==> src/mcu8_pkg.sv <==
`default_nettype none
package mcu8_pkg;
    localparam int PC_W = 12;
    localparam logic [11:0] PC_RESET = 12'h000;
    localparam logic [7:0] A_RESET = 8'h00;
    localparam int STACK_DEPTH = 6;

    // opcode class in bits 7:5; bit 7 low marks a short conditional jump
    localparam logic [2:0] CLS_EXT = 3'h4;
    localparam logic [2:0] CLS_BIT = 3'h5;
    localparam logic [2:0] CLS_ALU = 3'h6;
    localparam logic [2:0] CLS_CTL = 3'h7;

    // arithmetic function in bits 4:2, operand form in bits 1:0
    localparam logic [2:0] F_ADD = 3'h0;
    localparam logic [2:0] F_AND = 3'h1;
    localparam logic [2:0] F_SUB = 3'h2;
    localparam logic [2:0] F_CMP = 3'h3;
    localparam logic [2:0] F_INC = 3'h4;
    localparam logic [2:0] F_DEC = 3'h5;
    localparam logic [2:0] F_CLR = 3'h6;
    localparam logic [2:0] F_ACC = 3'h7;
    localparam logic [1:0] M_DIR = 2'h0;
    localparam logic [1:0] M_IMM = 2'h1;
    localparam logic [1:0] M_INDX = 2'h2;
    localparam logic [1:0] M_INDY = 2'h3;
    localparam logic [1:0] ACC_COM = 2'h0;
    localparam logic [1:0] ACC_ROT = 2'h1;
    localparam logic [1:0] ACC_SHL = 2'h2;

    // control codes in bits 2:0 when bit 4 is low
    localparam logic [2:0] C_NOP = 3'h0;
    localparam logic [2:0] C_RET = 3'h1;
    localparam logic [2:0] C_IRET = 3'h2;
    localparam logic [2:0] C_STOP = 3'h3;
    localparam logic [2:0] C_WAIT = 3'h4;

    localparam logic [7:0] SD_BASE = 8'h80;
    localparam logic [11:0] BT_BIAS = 12'h002;

    localparam logic [2:0] CYC_SHORT = 3'h2;
    localparam logic [2:0] CYC_STD = 3'h4;
    localparam logic [2:0] CYC_BTEST = 3'h5;

    typedef struct packed {
        logic z;
        logic c;
    } flags_t;

    typedef struct packed {
        logic we;
        logic [7:0] addr;
        logic [7:0] wdata;
    } ds_req_t;

    typedef enum logic [3:0] {
        ALU_ADD, ALU_AND, ALU_SUB, ALU_CMP, ALU_INC, ALU_DEC, ALU_CLR,
        ALU_COM, ALU_ROT, ALU_SHL, ALU_SETB, ALU_CLRB
    } alu_op_t;
endpackage
`default_nettype wire

==> src/mcu8_core.sv <==
// Functional notes
// [RQ1] add/and/sub/compare use accumulator plus memory/immediate
// [RQ2] clear/inc/dec reach all 256 data locations
// [RQ3] complement, rotate, shift act on accumulator only
// [RQ4] add immediate: two bytes, four cycles, Z and C
// [RQ5] short inc/dec: one byte, four cycles, Z only
// [RQ6] clear direct: three bytes, four cycles, no flags
// [RQ7] shift left accumulator: two bytes, four cycles, Z C
// [RQ8] branch only when selected condition holds
// [RQ9] short jumps on C, not C, Z, not Z
// [RQ10] short jump span from -15 to +16
// [RQ11] bit test branches: three bytes, five cycles
// [RQ12] bit test copies tested bit into carry
// [RQ13] bit test displacement from -126 to +129
// [RQ14] bit set/clear reach any bit anywhere
// [RQ15] bit set/clear: two bytes, four cycles, no flags
// [RQ16] software avoids bit ops on port registers
// [RQ17] nop/ret/stop/wait: one byte, two cycles, no flags
// [RQ18] return from interrupt: one byte, two cycles, Z C
// [RQ19] watchdog selected turns stop into wait
// [RQ20] jump and call: two bytes, four cycles, no flags
// [RQ21] jump target reaches whole 12-bit program space
// [RQ22] target is opcode low nibble then next byte
// [RQ23] unaffected flags hold through the whole instruction
`default_nettype none
module mcu8_core (
    input wire logic clk_sys,
    input wire logic rst,
    input wire logic ce,
    output logic [11:0] pm_addr,
    input wire logic [7:0] pm_data,
    output mcu8_pkg::ds_req_t ds_req,
    input wire logic [7:0] ds_rdata,
    input wire logic wdog_sel,
    input wire mcu8_pkg::flags_t irq_flags,
    input wire logic wake,
    output mcu8_pkg::flags_t flags,
    output logic [7:0] acc,
    output logic lp_stop,
    output logic lp_wait
);
    typedef enum logic {S_RUN, S_HALT} state_t;

    state_t state_q;
    logic [2:0] cyc_q;
    logic [11:0] pc_q, pc_d, ins_pc_q;
    logic [7:0] op_q, b2_q, b3_q, ptr_q, opnd_q;
    logic [7:0] a_q, a_d;
    mcu8_pkg::flags_t flags_q, flags_d;
    logic wr_q, wr_d;
    logic [7:0] waddr_q, waddr_d, wdata_q, rd_addr;
    logic stop_q, wait_q, halt_d;
    logic [11:0] stack_q [mcu8_pkg::STACK_DEPTH];
    logic [2:0] sp_q;

    logic [2:0] cls, fn;
    logic [1:0] md;
    logic is_rel, is_ext, is_alu, is_ctl, sd, bt, bop;
    logic alu_ind, alu_b2, alu_b3, acc_tgt, to_acc, to_mem, clr_dir;
    logic is_stop, is_ret, is_iret, fin, run, bit_val;
    logic [2:0] ncyc;
    logic [7:0] opval, alu_a, alu_res;
    logic alu_z, alu_c, alu_zwe, alu_cwe, br_taken;
    logic [11:0] br_target;
    mcu8_pkg::alu_op_t alu_op;

    assign cls = op_q[7:5];
    assign fn = op_q[4:2];
    assign md = op_q[1:0];
    assign is_rel = !op_q[7];
    assign is_ext = (cls == mcu8_pkg::CLS_EXT);
    assign is_alu = (cls == mcu8_pkg::CLS_ALU);
    assign is_ctl = (cls == mcu8_pkg::CLS_CTL);
    assign sd = is_ctl && op_q[4];
    assign bt = (cls == mcu8_pkg::CLS_BIT) && !op_q[3];
    assign bop = (cls == mcu8_pkg::CLS_BIT) && op_q[3];
    assign is_stop = is_ctl && !op_q[4] && (op_q[2:0] == mcu8_pkg::C_STOP);
    assign is_ret = is_ctl && !op_q[4] && (op_q[2:0] == mcu8_pkg::C_RET);
    assign is_iret = is_ctl && !op_q[4] && (op_q[2:0] == mcu8_pkg::C_IRET);
    assign alu_ind = is_alu && (fn != mcu8_pkg::F_ACC) && md[1];
    assign alu_b2 = is_alu && ((fn == mcu8_pkg::F_ACC) ?
                    (md == mcu8_pkg::ACC_SHL) : !md[1]); // RQ7 RQ4
    assign clr_dir = is_alu && (fn == mcu8_pkg::F_CLR)
                     && (md == mcu8_pkg::M_DIR);
    assign alu_b3 = clr_dir; // RQ6
    assign acc_tgt = (md == mcu8_pkg::M_IMM) && (fn == mcu8_pkg::F_INC
                     || fn == mcu8_pkg::F_DEC || fn == mcu8_pkg::F_CLR);
    // RQ1 RQ3
    assign to_acc = is_alu && (fn == mcu8_pkg::F_ACC || fn == mcu8_pkg::F_ADD
                    || fn == mcu8_pkg::F_AND || fn == mcu8_pkg::F_SUB
                    || acc_tgt);
    assign to_mem = (is_alu && !to_acc && fn != mcu8_pkg::F_CMP) || sd || bop;

    always_comb begin
        if (is_rel || (is_ctl && !sd)) begin
            ncyc = mcu8_pkg::CYC_SHORT; // RQ9 RQ17 RQ18
        end else if (bt) begin
            ncyc = mcu8_pkg::CYC_BTEST; // RQ11
        end else begin
            ncyc = mcu8_pkg::CYC_STD; // RQ4 RQ5 RQ6 RQ15 RQ20
        end
    end

    assign run = (state_q == S_RUN);
    assign fin = run && (cyc_q != 3'h0) && (cyc_q == ncyc - 3'h1);
    assign bit_val = opnd_q[op_q[2:0]];

    // operand value: immediate byte, accumulator or the data read
    always_comb begin
        if (is_alu && md == mcu8_pkg::M_IMM) begin
            opval = acc_tgt ? a_q : b2_q;
        end else begin
            opval = opnd_q;
        end
    end
    assign alu_a = (bop || sd || (is_alu && (fn == mcu8_pkg::F_INC
                   || fn == mcu8_pkg::F_DEC))) ? opval : a_q;

    always_comb begin
        if (bop) begin
            alu_op = op_q[4] ? mcu8_pkg::ALU_SETB
                             : mcu8_pkg::ALU_CLRB; // RQ14
        end else if (sd) begin
            alu_op = op_q[3] ? mcu8_pkg::ALU_DEC : mcu8_pkg::ALU_INC;
        end else begin
            unique case (fn)
                mcu8_pkg::F_ADD: alu_op = mcu8_pkg::ALU_ADD;
                mcu8_pkg::F_AND: alu_op = mcu8_pkg::ALU_AND;
                mcu8_pkg::F_SUB: alu_op = mcu8_pkg::ALU_SUB;
                mcu8_pkg::F_CMP: alu_op = mcu8_pkg::ALU_CMP;
                mcu8_pkg::F_INC: alu_op = mcu8_pkg::ALU_INC; // RQ2
                mcu8_pkg::F_DEC: alu_op = mcu8_pkg::ALU_DEC; // RQ2
                mcu8_pkg::F_CLR: alu_op = mcu8_pkg::ALU_CLR; // RQ2
                mcu8_pkg::F_ACC: begin
                    unique case (md)
                        mcu8_pkg::ACC_ROT: alu_op = mcu8_pkg::ALU_ROT;
                        mcu8_pkg::ACC_SHL: alu_op = mcu8_pkg::ALU_SHL;
                        default: alu_op = mcu8_pkg::ALU_COM;
                    endcase
                end
            endcase
        end
    end

    mcu8_alu u_alu (
        .op(alu_op),
        .a(alu_a),
        .b(opval),
        .bit_sel(op_q[2:0]),
        .c_in(flags_q.c),
        .res(alu_res),
        .z(alu_z),
        .c(alu_c),
        .z_we(alu_zwe),
        .c_we(alu_cwe)
    );

    mcu8_branch u_branch (
        .ins_pc(ins_pc_q),
        .op(op_q),
        .b2(b2_q),
        .disp(b3_q),
        .flags(flags_q),
        .bit_val(bit_val),
        .taken(br_taken),
        .target(br_target)
    );

    // data space read address per cycle
    always_comb begin
        if (cyc_q == 3'h1) begin
            rd_addr = mcu8_pkg::SD_BASE | {7'h00, md[0]};
        end else if (sd) begin
            rd_addr = mcu8_pkg::SD_BASE | {6'h00, md};
        end else if (alu_ind) begin
            rd_addr = ptr_q;
        end else begin
            rd_addr = b2_q;
        end
    end
    assign waddr_d = rd_addr;

    // program counter advance per cycle and end-of-instruction effects
    always_comb begin
        pc_d = pc_q;
        a_d = a_q;
        flags_d = flags_q; // RQ23
        wr_d = 1'b0;
        halt_d = 1'b0;
        if (run && (cyc_q == 3'h0 || (cyc_q == 3'h1 && (alu_b2 || is_ext
            || bop || bt)) || (cyc_q == 3'h2 && (alu_b3 || bt)))) begin
            pc_d = pc_q + 12'h001;
        end
        if (fin) begin
            if (is_alu || sd || bop) begin
                if (to_acc) begin
                    a_d = alu_res;
                end
                wr_d = to_mem;
                if (alu_zwe && !clr_dir) begin
                    flags_d.z = alu_z; // RQ6
                end
                if (alu_cwe && !clr_dir) begin
                    flags_d.c = alu_c; // RQ6
                end
            end
            if (bt) begin
                flags_d.c = bit_val; // RQ12
            end
            if ((is_rel || bt || is_ext) && br_taken) begin
                pc_d = br_target; // RQ8 RQ20
            end
            if (is_ret || is_iret) begin
                pc_d = stack_q[sp_q - 3'h1];
            end
            if (is_iret) begin
                flags_d = irq_flags; // RQ18
            end
            halt_d = is_ctl && !op_q[4] && (is_stop
                     || op_q[2:0] == mcu8_pkg::C_WAIT);
        end
    end

    always_ff @(posedge clk_sys or posedge rst) begin
        if (rst) begin
            state_q <= S_RUN;
            cyc_q <= 3'h0;
        end else if (ce) begin
            if (run) begin
                cyc_q <= (cyc_q == 3'h0 || fin) ?
                         ((cyc_q == 3'h0) ? 3'h1 : 3'h0) : cyc_q + 3'h1;
                if (halt_d) begin
                    state_q <= S_HALT;
                end
            end else if (wake) begin
                state_q <= S_RUN;
            end
        end
    end

    always_ff @(posedge clk_sys or posedge rst) begin
        if (rst) begin
            pc_q <= mcu8_pkg::PC_RESET;
            ins_pc_q <= mcu8_pkg::PC_RESET;
            op_q <= 8'h00;
            b2_q <= 8'h00;
            b3_q <= 8'h00;
            ptr_q <= 8'h00;
            opnd_q <= 8'h00;
        end else if (ce && run) begin
            pc_q <= pc_d;
            if (cyc_q == 3'h0) begin
                op_q <= pm_data;
                ins_pc_q <= pc_q;
            end
            if (cyc_q == 3'h1) begin
                b2_q <= pm_data;
                ptr_q <= ds_rdata;
            end
            if (cyc_q == 3'h2) begin
                b3_q <= pm_data;
            end
            if ((cyc_q == 3'h2 && !bt) || (cyc_q == 3'h3 && bt)) begin
                opnd_q <= ds_rdata;
            end
        end
    end

    always_ff @(posedge clk_sys or posedge rst) begin
        if (rst) begin
            a_q <= mcu8_pkg::A_RESET;
            flags_q <= '0;
        end else if (ce) begin
            a_q <= a_d;
            flags_q <= flags_d;
        end
    end

    // memory writes land in the following fetch cycle, which reads no data
    always_ff @(posedge clk_sys or posedge rst) begin
        if (rst) begin
            wr_q <= 1'b0;
            waddr_q <= 8'h00;
            wdata_q <= 8'h00;
        end else if (ce) begin
            wr_q <= wr_d;
            if (wr_d) begin
                waddr_q <= waddr_d;
                wdata_q <= alu_res;
            end
        end
    end

    always_ff @(posedge clk_sys or posedge rst) begin
        if (rst) begin
            sp_q <= 3'h0;
        end else if (ce && fin) begin
            if (is_ext && !op_q[4] && sp_q != 3'(mcu8_pkg::STACK_DEPTH)) begin
                stack_q[sp_q] <= pc_q;
                sp_q <= sp_q + 3'h1;
            end else if ((is_ret || is_iret) && sp_q != 3'h0) begin
                sp_q <= sp_q - 3'h1;
            end
        end
    end

    always_ff @(posedge clk_sys or posedge rst) begin
        if (rst) begin
            stop_q <= 1'b0;
            wait_q <= 1'b0;
        end else if (ce) begin
            if (halt_d) begin
                stop_q <= is_stop && !wdog_sel; // RQ19
                wait_q <= !is_stop || wdog_sel; // RQ19
            end else if (!run && wake) begin
                stop_q <= 1'b0;
                wait_q <= 1'b0;
            end
        end
    end

    assign pm_addr = pc_q;
    assign ds_req = wr_q ? mcu8_pkg::ds_req_t'{1'b1, waddr_q, wdata_q}
                         : mcu8_pkg::ds_req_t'{1'b0, rd_addr, 8'h00};
    assign flags = flags_q;
    assign acc = a_q;
    assign lp_stop = stop_q;
    assign lp_wait = wait_q;
endmodule
`default_nettype wire

==> src/mcu8_alu.sv <==
`default_nettype none
module mcu8_alu (
    input wire mcu8_pkg::alu_op_t op,
    input wire logic [7:0] a,
    input wire logic [7:0] b,
    input wire logic [2:0] bit_sel,
    input wire logic c_in,
    output logic [7:0] res,
    output logic z,
    output logic c,
    output logic z_we,
    output logic c_we
);
    logic [8:0] sum9;
    logic [7:0] mask;

    assign mask = 8'h01 << bit_sel;

    always_comb begin
        sum9 = 9'h000;
        res = a;
        c = c_in;
        z_we = 1'b1;
        c_we = 1'b1;
        unique case (op)
            mcu8_pkg::ALU_ADD: begin
                sum9 = {1'b0, a} + {1'b0, b};
                res = sum9[7:0];
                c = sum9[8];
            end
            mcu8_pkg::ALU_SUB, mcu8_pkg::ALU_CMP: begin
                // carry reports a borrow
                sum9 = {1'b0, a} - {1'b0, b};
                res = sum9[7:0];
                c = sum9[8];
            end
            mcu8_pkg::ALU_AND: begin
                res = a & b;
                c = 1'b0;
            end
            mcu8_pkg::ALU_INC: begin
                res = a + 8'h01;
                c_we = 1'b0; // RQ5
            end
            mcu8_pkg::ALU_DEC: begin
                res = a - 8'h01;
                c_we = 1'b0; // RQ5
            end
            mcu8_pkg::ALU_CLR: begin
                res = 8'h00;
                c = 1'b0;
            end
            mcu8_pkg::ALU_COM: begin
                res = ~a;
                c = a[7];
            end
            mcu8_pkg::ALU_ROT: {c, res} = {a, c_in};
            mcu8_pkg::ALU_SHL: {c, res} = {a, 1'b0}; // RQ7
            mcu8_pkg::ALU_SETB, mcu8_pkg::ALU_CLRB: begin
                res = (op == mcu8_pkg::ALU_SETB) ? (a | mask) : (a & ~mask);
                z_we = 1'b0; // RQ15
                c_we = 1'b0; // RQ15
            end
            default: begin
                z_we = 1'b0;
                c_we = 1'b0;
            end
        endcase
        z = (res == 8'h00);
    end
endmodule
`default_nettype wire

==> src/mcu8_branch.sv <==
`default_nettype none
module mcu8_branch (
    input wire logic [11:0] ins_pc,
    input wire logic [7:0] op,
    input wire logic [7:0] b2,
    input wire logic [7:0] disp,
    input wire mcu8_pkg::flags_t flags,
    input wire logic bit_val,
    output logic taken,
    output logic [11:0] target
);
    logic is_rel;
    logic is_ext;
    logic cond;

    assign is_rel = !op[7];
    assign is_ext = (op[7:5] == mcu8_pkg::CLS_EXT);

    always_comb begin
        unique case (op[6:5])
            2'h0: cond = !flags.z; // RQ9
            2'h1: cond = !flags.c; // RQ9
            2'h2: cond = flags.z; // RQ9
            2'h3: cond = flags.c; // RQ9
        endcase
    end

    always_comb begin
        if (is_rel) begin
            taken = cond; // RQ8
            // backward by span, forward by span plus one
            target = op[4] ? ins_pc - {8'h00, op[3:0]}
                           : ins_pc + {8'h00, op[3:0]} + 12'h001; // RQ10
        end else if (is_ext) begin
            taken = 1'b1;
            target = {op[3:0], b2}; // RQ22 RQ21
        end else begin
            taken = (bit_val == op[4]); // RQ8
            target = ins_pc + mcu8_pkg::BT_BIAS
                   + {{4{disp[7]}}, disp}; // RQ13
        end
    end
endmodule
`default_nettype wire

==> config.mk <==
export PLATFORM = sky130hd
export DESIGN_NAME = mcu8_core
export DESIGN_NICKNAME = d
export VERILOG_FILES = /design/src/mcu8_pkg.sv /design/src/mcu8_core.sv /design/src/mcu8_alu.sv /design/src/mcu8_branch.sv
export SDC_FILE = /design/constraint.sdc
export NUM_CORES = 1
export LEC_CHECK = 0
export BUFFER_PORTS_ARGS = -buffer_cell sky130_fd_sc_hd__buf_2
export CAP_MARGIN = 20
export CORE_MARGIN = 1
export CORE_UTILIZATION = 50
export DETAILED_ROUTE_END_ITERATION = 8
export GPL_TIMING_DRIVEN = 0
export PLACE_DENSITY = 0.76
export SETUP_SLACK_MARGIN = 0.05
export SYNTH_ARGS = -nofsm -noshare
export SYNTH_HDL_FRONTEND = slang
export SYNTH_SLANG_ARGS = --single-unit
==> constraint.sdc <==
create_clock -name clk_sys -period 5 [get_ports clk_sys]
set_clock_uncertainty 0.1 [all_clocks]
set_input_delay 0.25 -clock clk_sys [delete_from_list [all_inputs] [get_ports clk_sys]]
set_output_delay 0.25 -clock clk_sys [all_outputs]
set_load 0.01 [all_outputs]
==> results.sh <==
export IMPL_postRouteAntennaNets=0
export IMPL_whs_ps=19.9
export IMPL_clockRootBuffer="clkbuf_16"
export IMPL_clk_path_buf_depth=2
export IMPL_clkPwrFrac_pct=15.3
export IMPL_synth_edff_count=72
export IMPL_worstSetupEndpointType="register"
export IMPL_area_growth_pct=14.7
export IMPL_critical_path_class="register to register"
export IMPL_setup_viol=0
export IMPL_grt_overflow_total=0
export IMPL_synth_area_sq_mm=0.0110
export IMPL_synth_cell_types=82
export IMPL_ys_seq_area_share_pct=42.3
export IMPL_p_switching_mw=4.35
export IMPL_die_w_um=151
export IMPL_leakagePower_nw=5.30
export IMPL_grt_pass1_vias=8734
export IMPL_drive_gt1_share_pct=19.8
export IMPL_power_internal_mw=4.73
export IMPL_gp_congestion=0.984
export IMPL_antenna_found_initial=0
export IMPL_io_pins=64
export IMPL_hold_class="primary input to register"
export IMPL_pwr_share_comb_pct=57.8
export IMPL_dr_pass1_iters=6
export IMPL_seqPwrFrac_pct=26.9
export IMPL_worst_pin_slew_ps=839
export IMPL_crit_chain="inv_2 > ha_1 > nand4b_1 > clkbuf_2 > clkbuf_2 > o31ai_4 > ha_1 > inv_1 > fa_1 > nor2b_1 > o211ai_1 > a32o_1 > a221o_1 > a22oi_1 > o211ai_1 > nand4bb_1 > o41ai_2"
export IMPL_pre_cts_slack_ps=-402
export IMPL_final_nets=1271
export IMPL_fin_util_pct=59.2
export IMPL_numCtsBuffers=17
export IMPL_start_util_pct=51.6
export IMPL_synthArstFlopShare_pct=58.1
export IMPL_drc=0
export IMPL_clock_fmax_mhz=210
export IMPL_cp_max_fo=12
export IMPL_fin_crit_sh_pct=95.2
export IMPL_slowest_delay_ps=530
export IMPL_via_per_inst=6.26
export IMPL_hpwl_um=23200
export IMPL_syn_area_per_cell_sq_um=10.3
export IMPL_cp_start_kind="register"
export IMPL_clk_pin_slew_ps=80
export IMPL_synth_nets=1165
export IMPL_synth_flop_cell="dfrtp_1"
export IMPL_diodes=0
export IMPL_final_min_clock_period_ps=4760
export IMPL_final_common_cell="nand2_1"
export IMPL_max_slew_margin_pct=42.6
export IMPL_cts_sinks=172
export IMPL_final_cell_mix="nand2_1, dfrtp_1, o21ai_0"
export IMPL_drv_cap=0
export IMPL_grt_start_max_net_pins=64
export IMPL_slowest_stage="dfrtp_2"
export IMPL_setup_ws_ps=242
export IMPL_die_y_um=151
export IMPL_finalNonFillerCells=1465
export IMPL_swShare_pct=47.9
export IMPL_portBuffers=63
export IMPL_powerDensity_mw_per_mm2=718
export IMPL_maxSlewViolCount=0
export IMPL_totalWireLength_um=31200
export IMPL_grt_pass1_wl_um=48200
export IMPL_htree_levels=4
export IMPL_peakVddDrop_mv=0.388
export IMPL_floorplan_rows=53
export IMPL_yosys_warnings=0
export IMPL_ys_ff_latch=172
export IMPL_via_count=9175
export IMPL_status="finished, final reports clean"
export IMPL_clk_latency_ps=440
export IMPL_critical_path_required_ps=5230
export IMPL_fp_coreArea_sq_mm=0.0214
export IMPL_wire_per_inst_um=21.3
export IMPL_drt_iter0_drc=942
export IMPL_rsz0062_at_grt="false"
export IMPL_cp_arrival_ps=4990
export IMPL_grt_use_total_pct=28.4
export IMPL_fillers=1775
export IMPL_cts_tree="yes"
export IMPL_synthCells=1071
export IMPL_dp_cells=1414
export IMPL_hold_violations=0
export IMPL_dieArea_sq_mm=0.0227
## power groups by stage
stage / clock (mW) / sequential, mW / combinational (mW)
floorplan: 0 / 2.24 / 3.67
global placement: 0 / 2.42 / 4.94
detailed placement: 0 / 2.44 / 5.03
CTS: 1.40 / 2.42 / 5.14
global route: 1.46 / 2.48 / 5.69
finish: 1.39 / 2.44 / 5.25
## critical path: cells and delay by family, from the launching register on
kind / cells / cell delay (ps)
buf+inv: 4 / 760
compound gates: 7 / 1730
fa+ha+maj: 3 / 950
simple gates: 3 / 570
flops: 1 / 530
## cell type report
cell class / count / area (sq um) / area share (%)
buffer: 51 / 228 / 1.80
tap: 275 / 344 / 2.72
timing repair buffer: 88 / 571 / 4.51
clock buffer: 17 / 425 / 3.36
sequential: 172 / 4670 / 36.9
inverter: 51 / 194 / 1.53
clock inverter: 15 / 218 / 1.72
multi-input combinational: 796 / 6010 / 47.5
## through the flow
step / total power, mW / TNS, ps / area (sq um)
3_5_place_dp: 7.47 / -6310 / 11800
5_1_grt: 9.63 / 0 / 12700
4_1_cts: 8.96 / 0 / 12600
2_1_floorplan: 5.91 / 0 / 11000
6_report: 9.08 / 0 / 12700
3_3_place_gp: 7.36 / -8620 / 11700
## repair_timing
| item | in CTS | in global routing |
|---|---|---|
| hold buffers | 17 | 0 |
| hold endpoints to repair | 69 | 0 |
| setup buffers | 2 | 0 |
| gates resized for setup | 10 | 3 |
| endpoints found under the setup margin | 34 | 7 |
## cell families after synthesis
kind of cell	synth area share, %
compound gates	17.0
simple gates	12.8
buf+inv	3.79
xor+xnor	3.10
fa+ha+maj	8.46
flops	42.3
mux	12.6
## worst paths after layout
| check | slack, ps | startpoint | endpoint | depth (start not counted) |
|---|---|---|---|---|
| worst max-delay path | 240 | op_q[1] | flags[1] | 17 |
| worst min-delay path | 20 | wdog_sel | lp_stop | 3 |
| worst max register to register | 240 | op_q[1] | flags[1] | 17 |
| worst min register to register | 390 | waddr_q[2] | waddr_q[2] | 2 |
| max in group asynchronous | 3790 | rst | op_q[1] | 4 |
| min in group asynchronous | 330 | rst | state_q | 3 |
## state kept, by name, summed over array words and instances (netlist names), 8 cells and up
register / flops
opnd_q: 8
waddr_q: 8
b3_q: 8
op_q: 8
ptr_q: 8
pm_addr: 12
wdata_q: 8
ins_pc_q: 12
acc: 8
stack_q: 72
b2_q: 8
## Yosys cell counts, types with 4 or more instances
library cell / instances / area (sq um)
nand3_1: 28 / 140
nor3_1: 21 / 105
fa_1: 6 / 120
nand2_1: 118 / 443
a31oi_1: 7 / 43.8
o21ai_0: 83 / 415
inv_1: 48 / 180
clkbuf_1: 34 / 128
buf_1: 5 / 18.8
mux4_2: 14 / 315
xor2_1: 10 / 87.6
mux2_2: 71 / 800
o31ai_1: 7 / 52.6
a32o_1: 4 / 40.0
xnor2_1: 29 / 254
o21ai_1: 4 / 20.0
a21o_1: 9 / 67.6
o21bai_1: 5 / 37.5
nor2b_1: 14 / 87.6
a211oi_1: 16 / 120
o221ai_1: 7 / 61.3
or4_1: 5 / 37.5
mux2i_1: 27 / 270
ha_1: 65 / 813
dfrtp_1: 100 / 2500
and2_1: 15 / 93.8
a32oi_1: 6 / 52.6
o211ai_1: 15 / 113
o22ai_1: 12 / 75.1
and3_1: 7 / 43.8
a21oi_1: 52 / 260
buf_2: 7 / 35.0
o22a_1: 4 / 35.0
nor2_1: 50 / 188
buf_4: 6 / 45.0
nand2b_1: 10 / 62.6
a221oi_1: 5 / 43.8
edfxtp_1: 72 / 2160
a22oi_1: 7 / 52.6
## routing by layer
metal	vias up	GRT usage [%]	wire [um]
met5	-	0	0
met4	0	9.85	809
met3	70	4.39	2460
met2	429	44.8	14500
met1	4494	39.7	13500
li1	4182	-	-
Power figures use the tool's default switching activity.
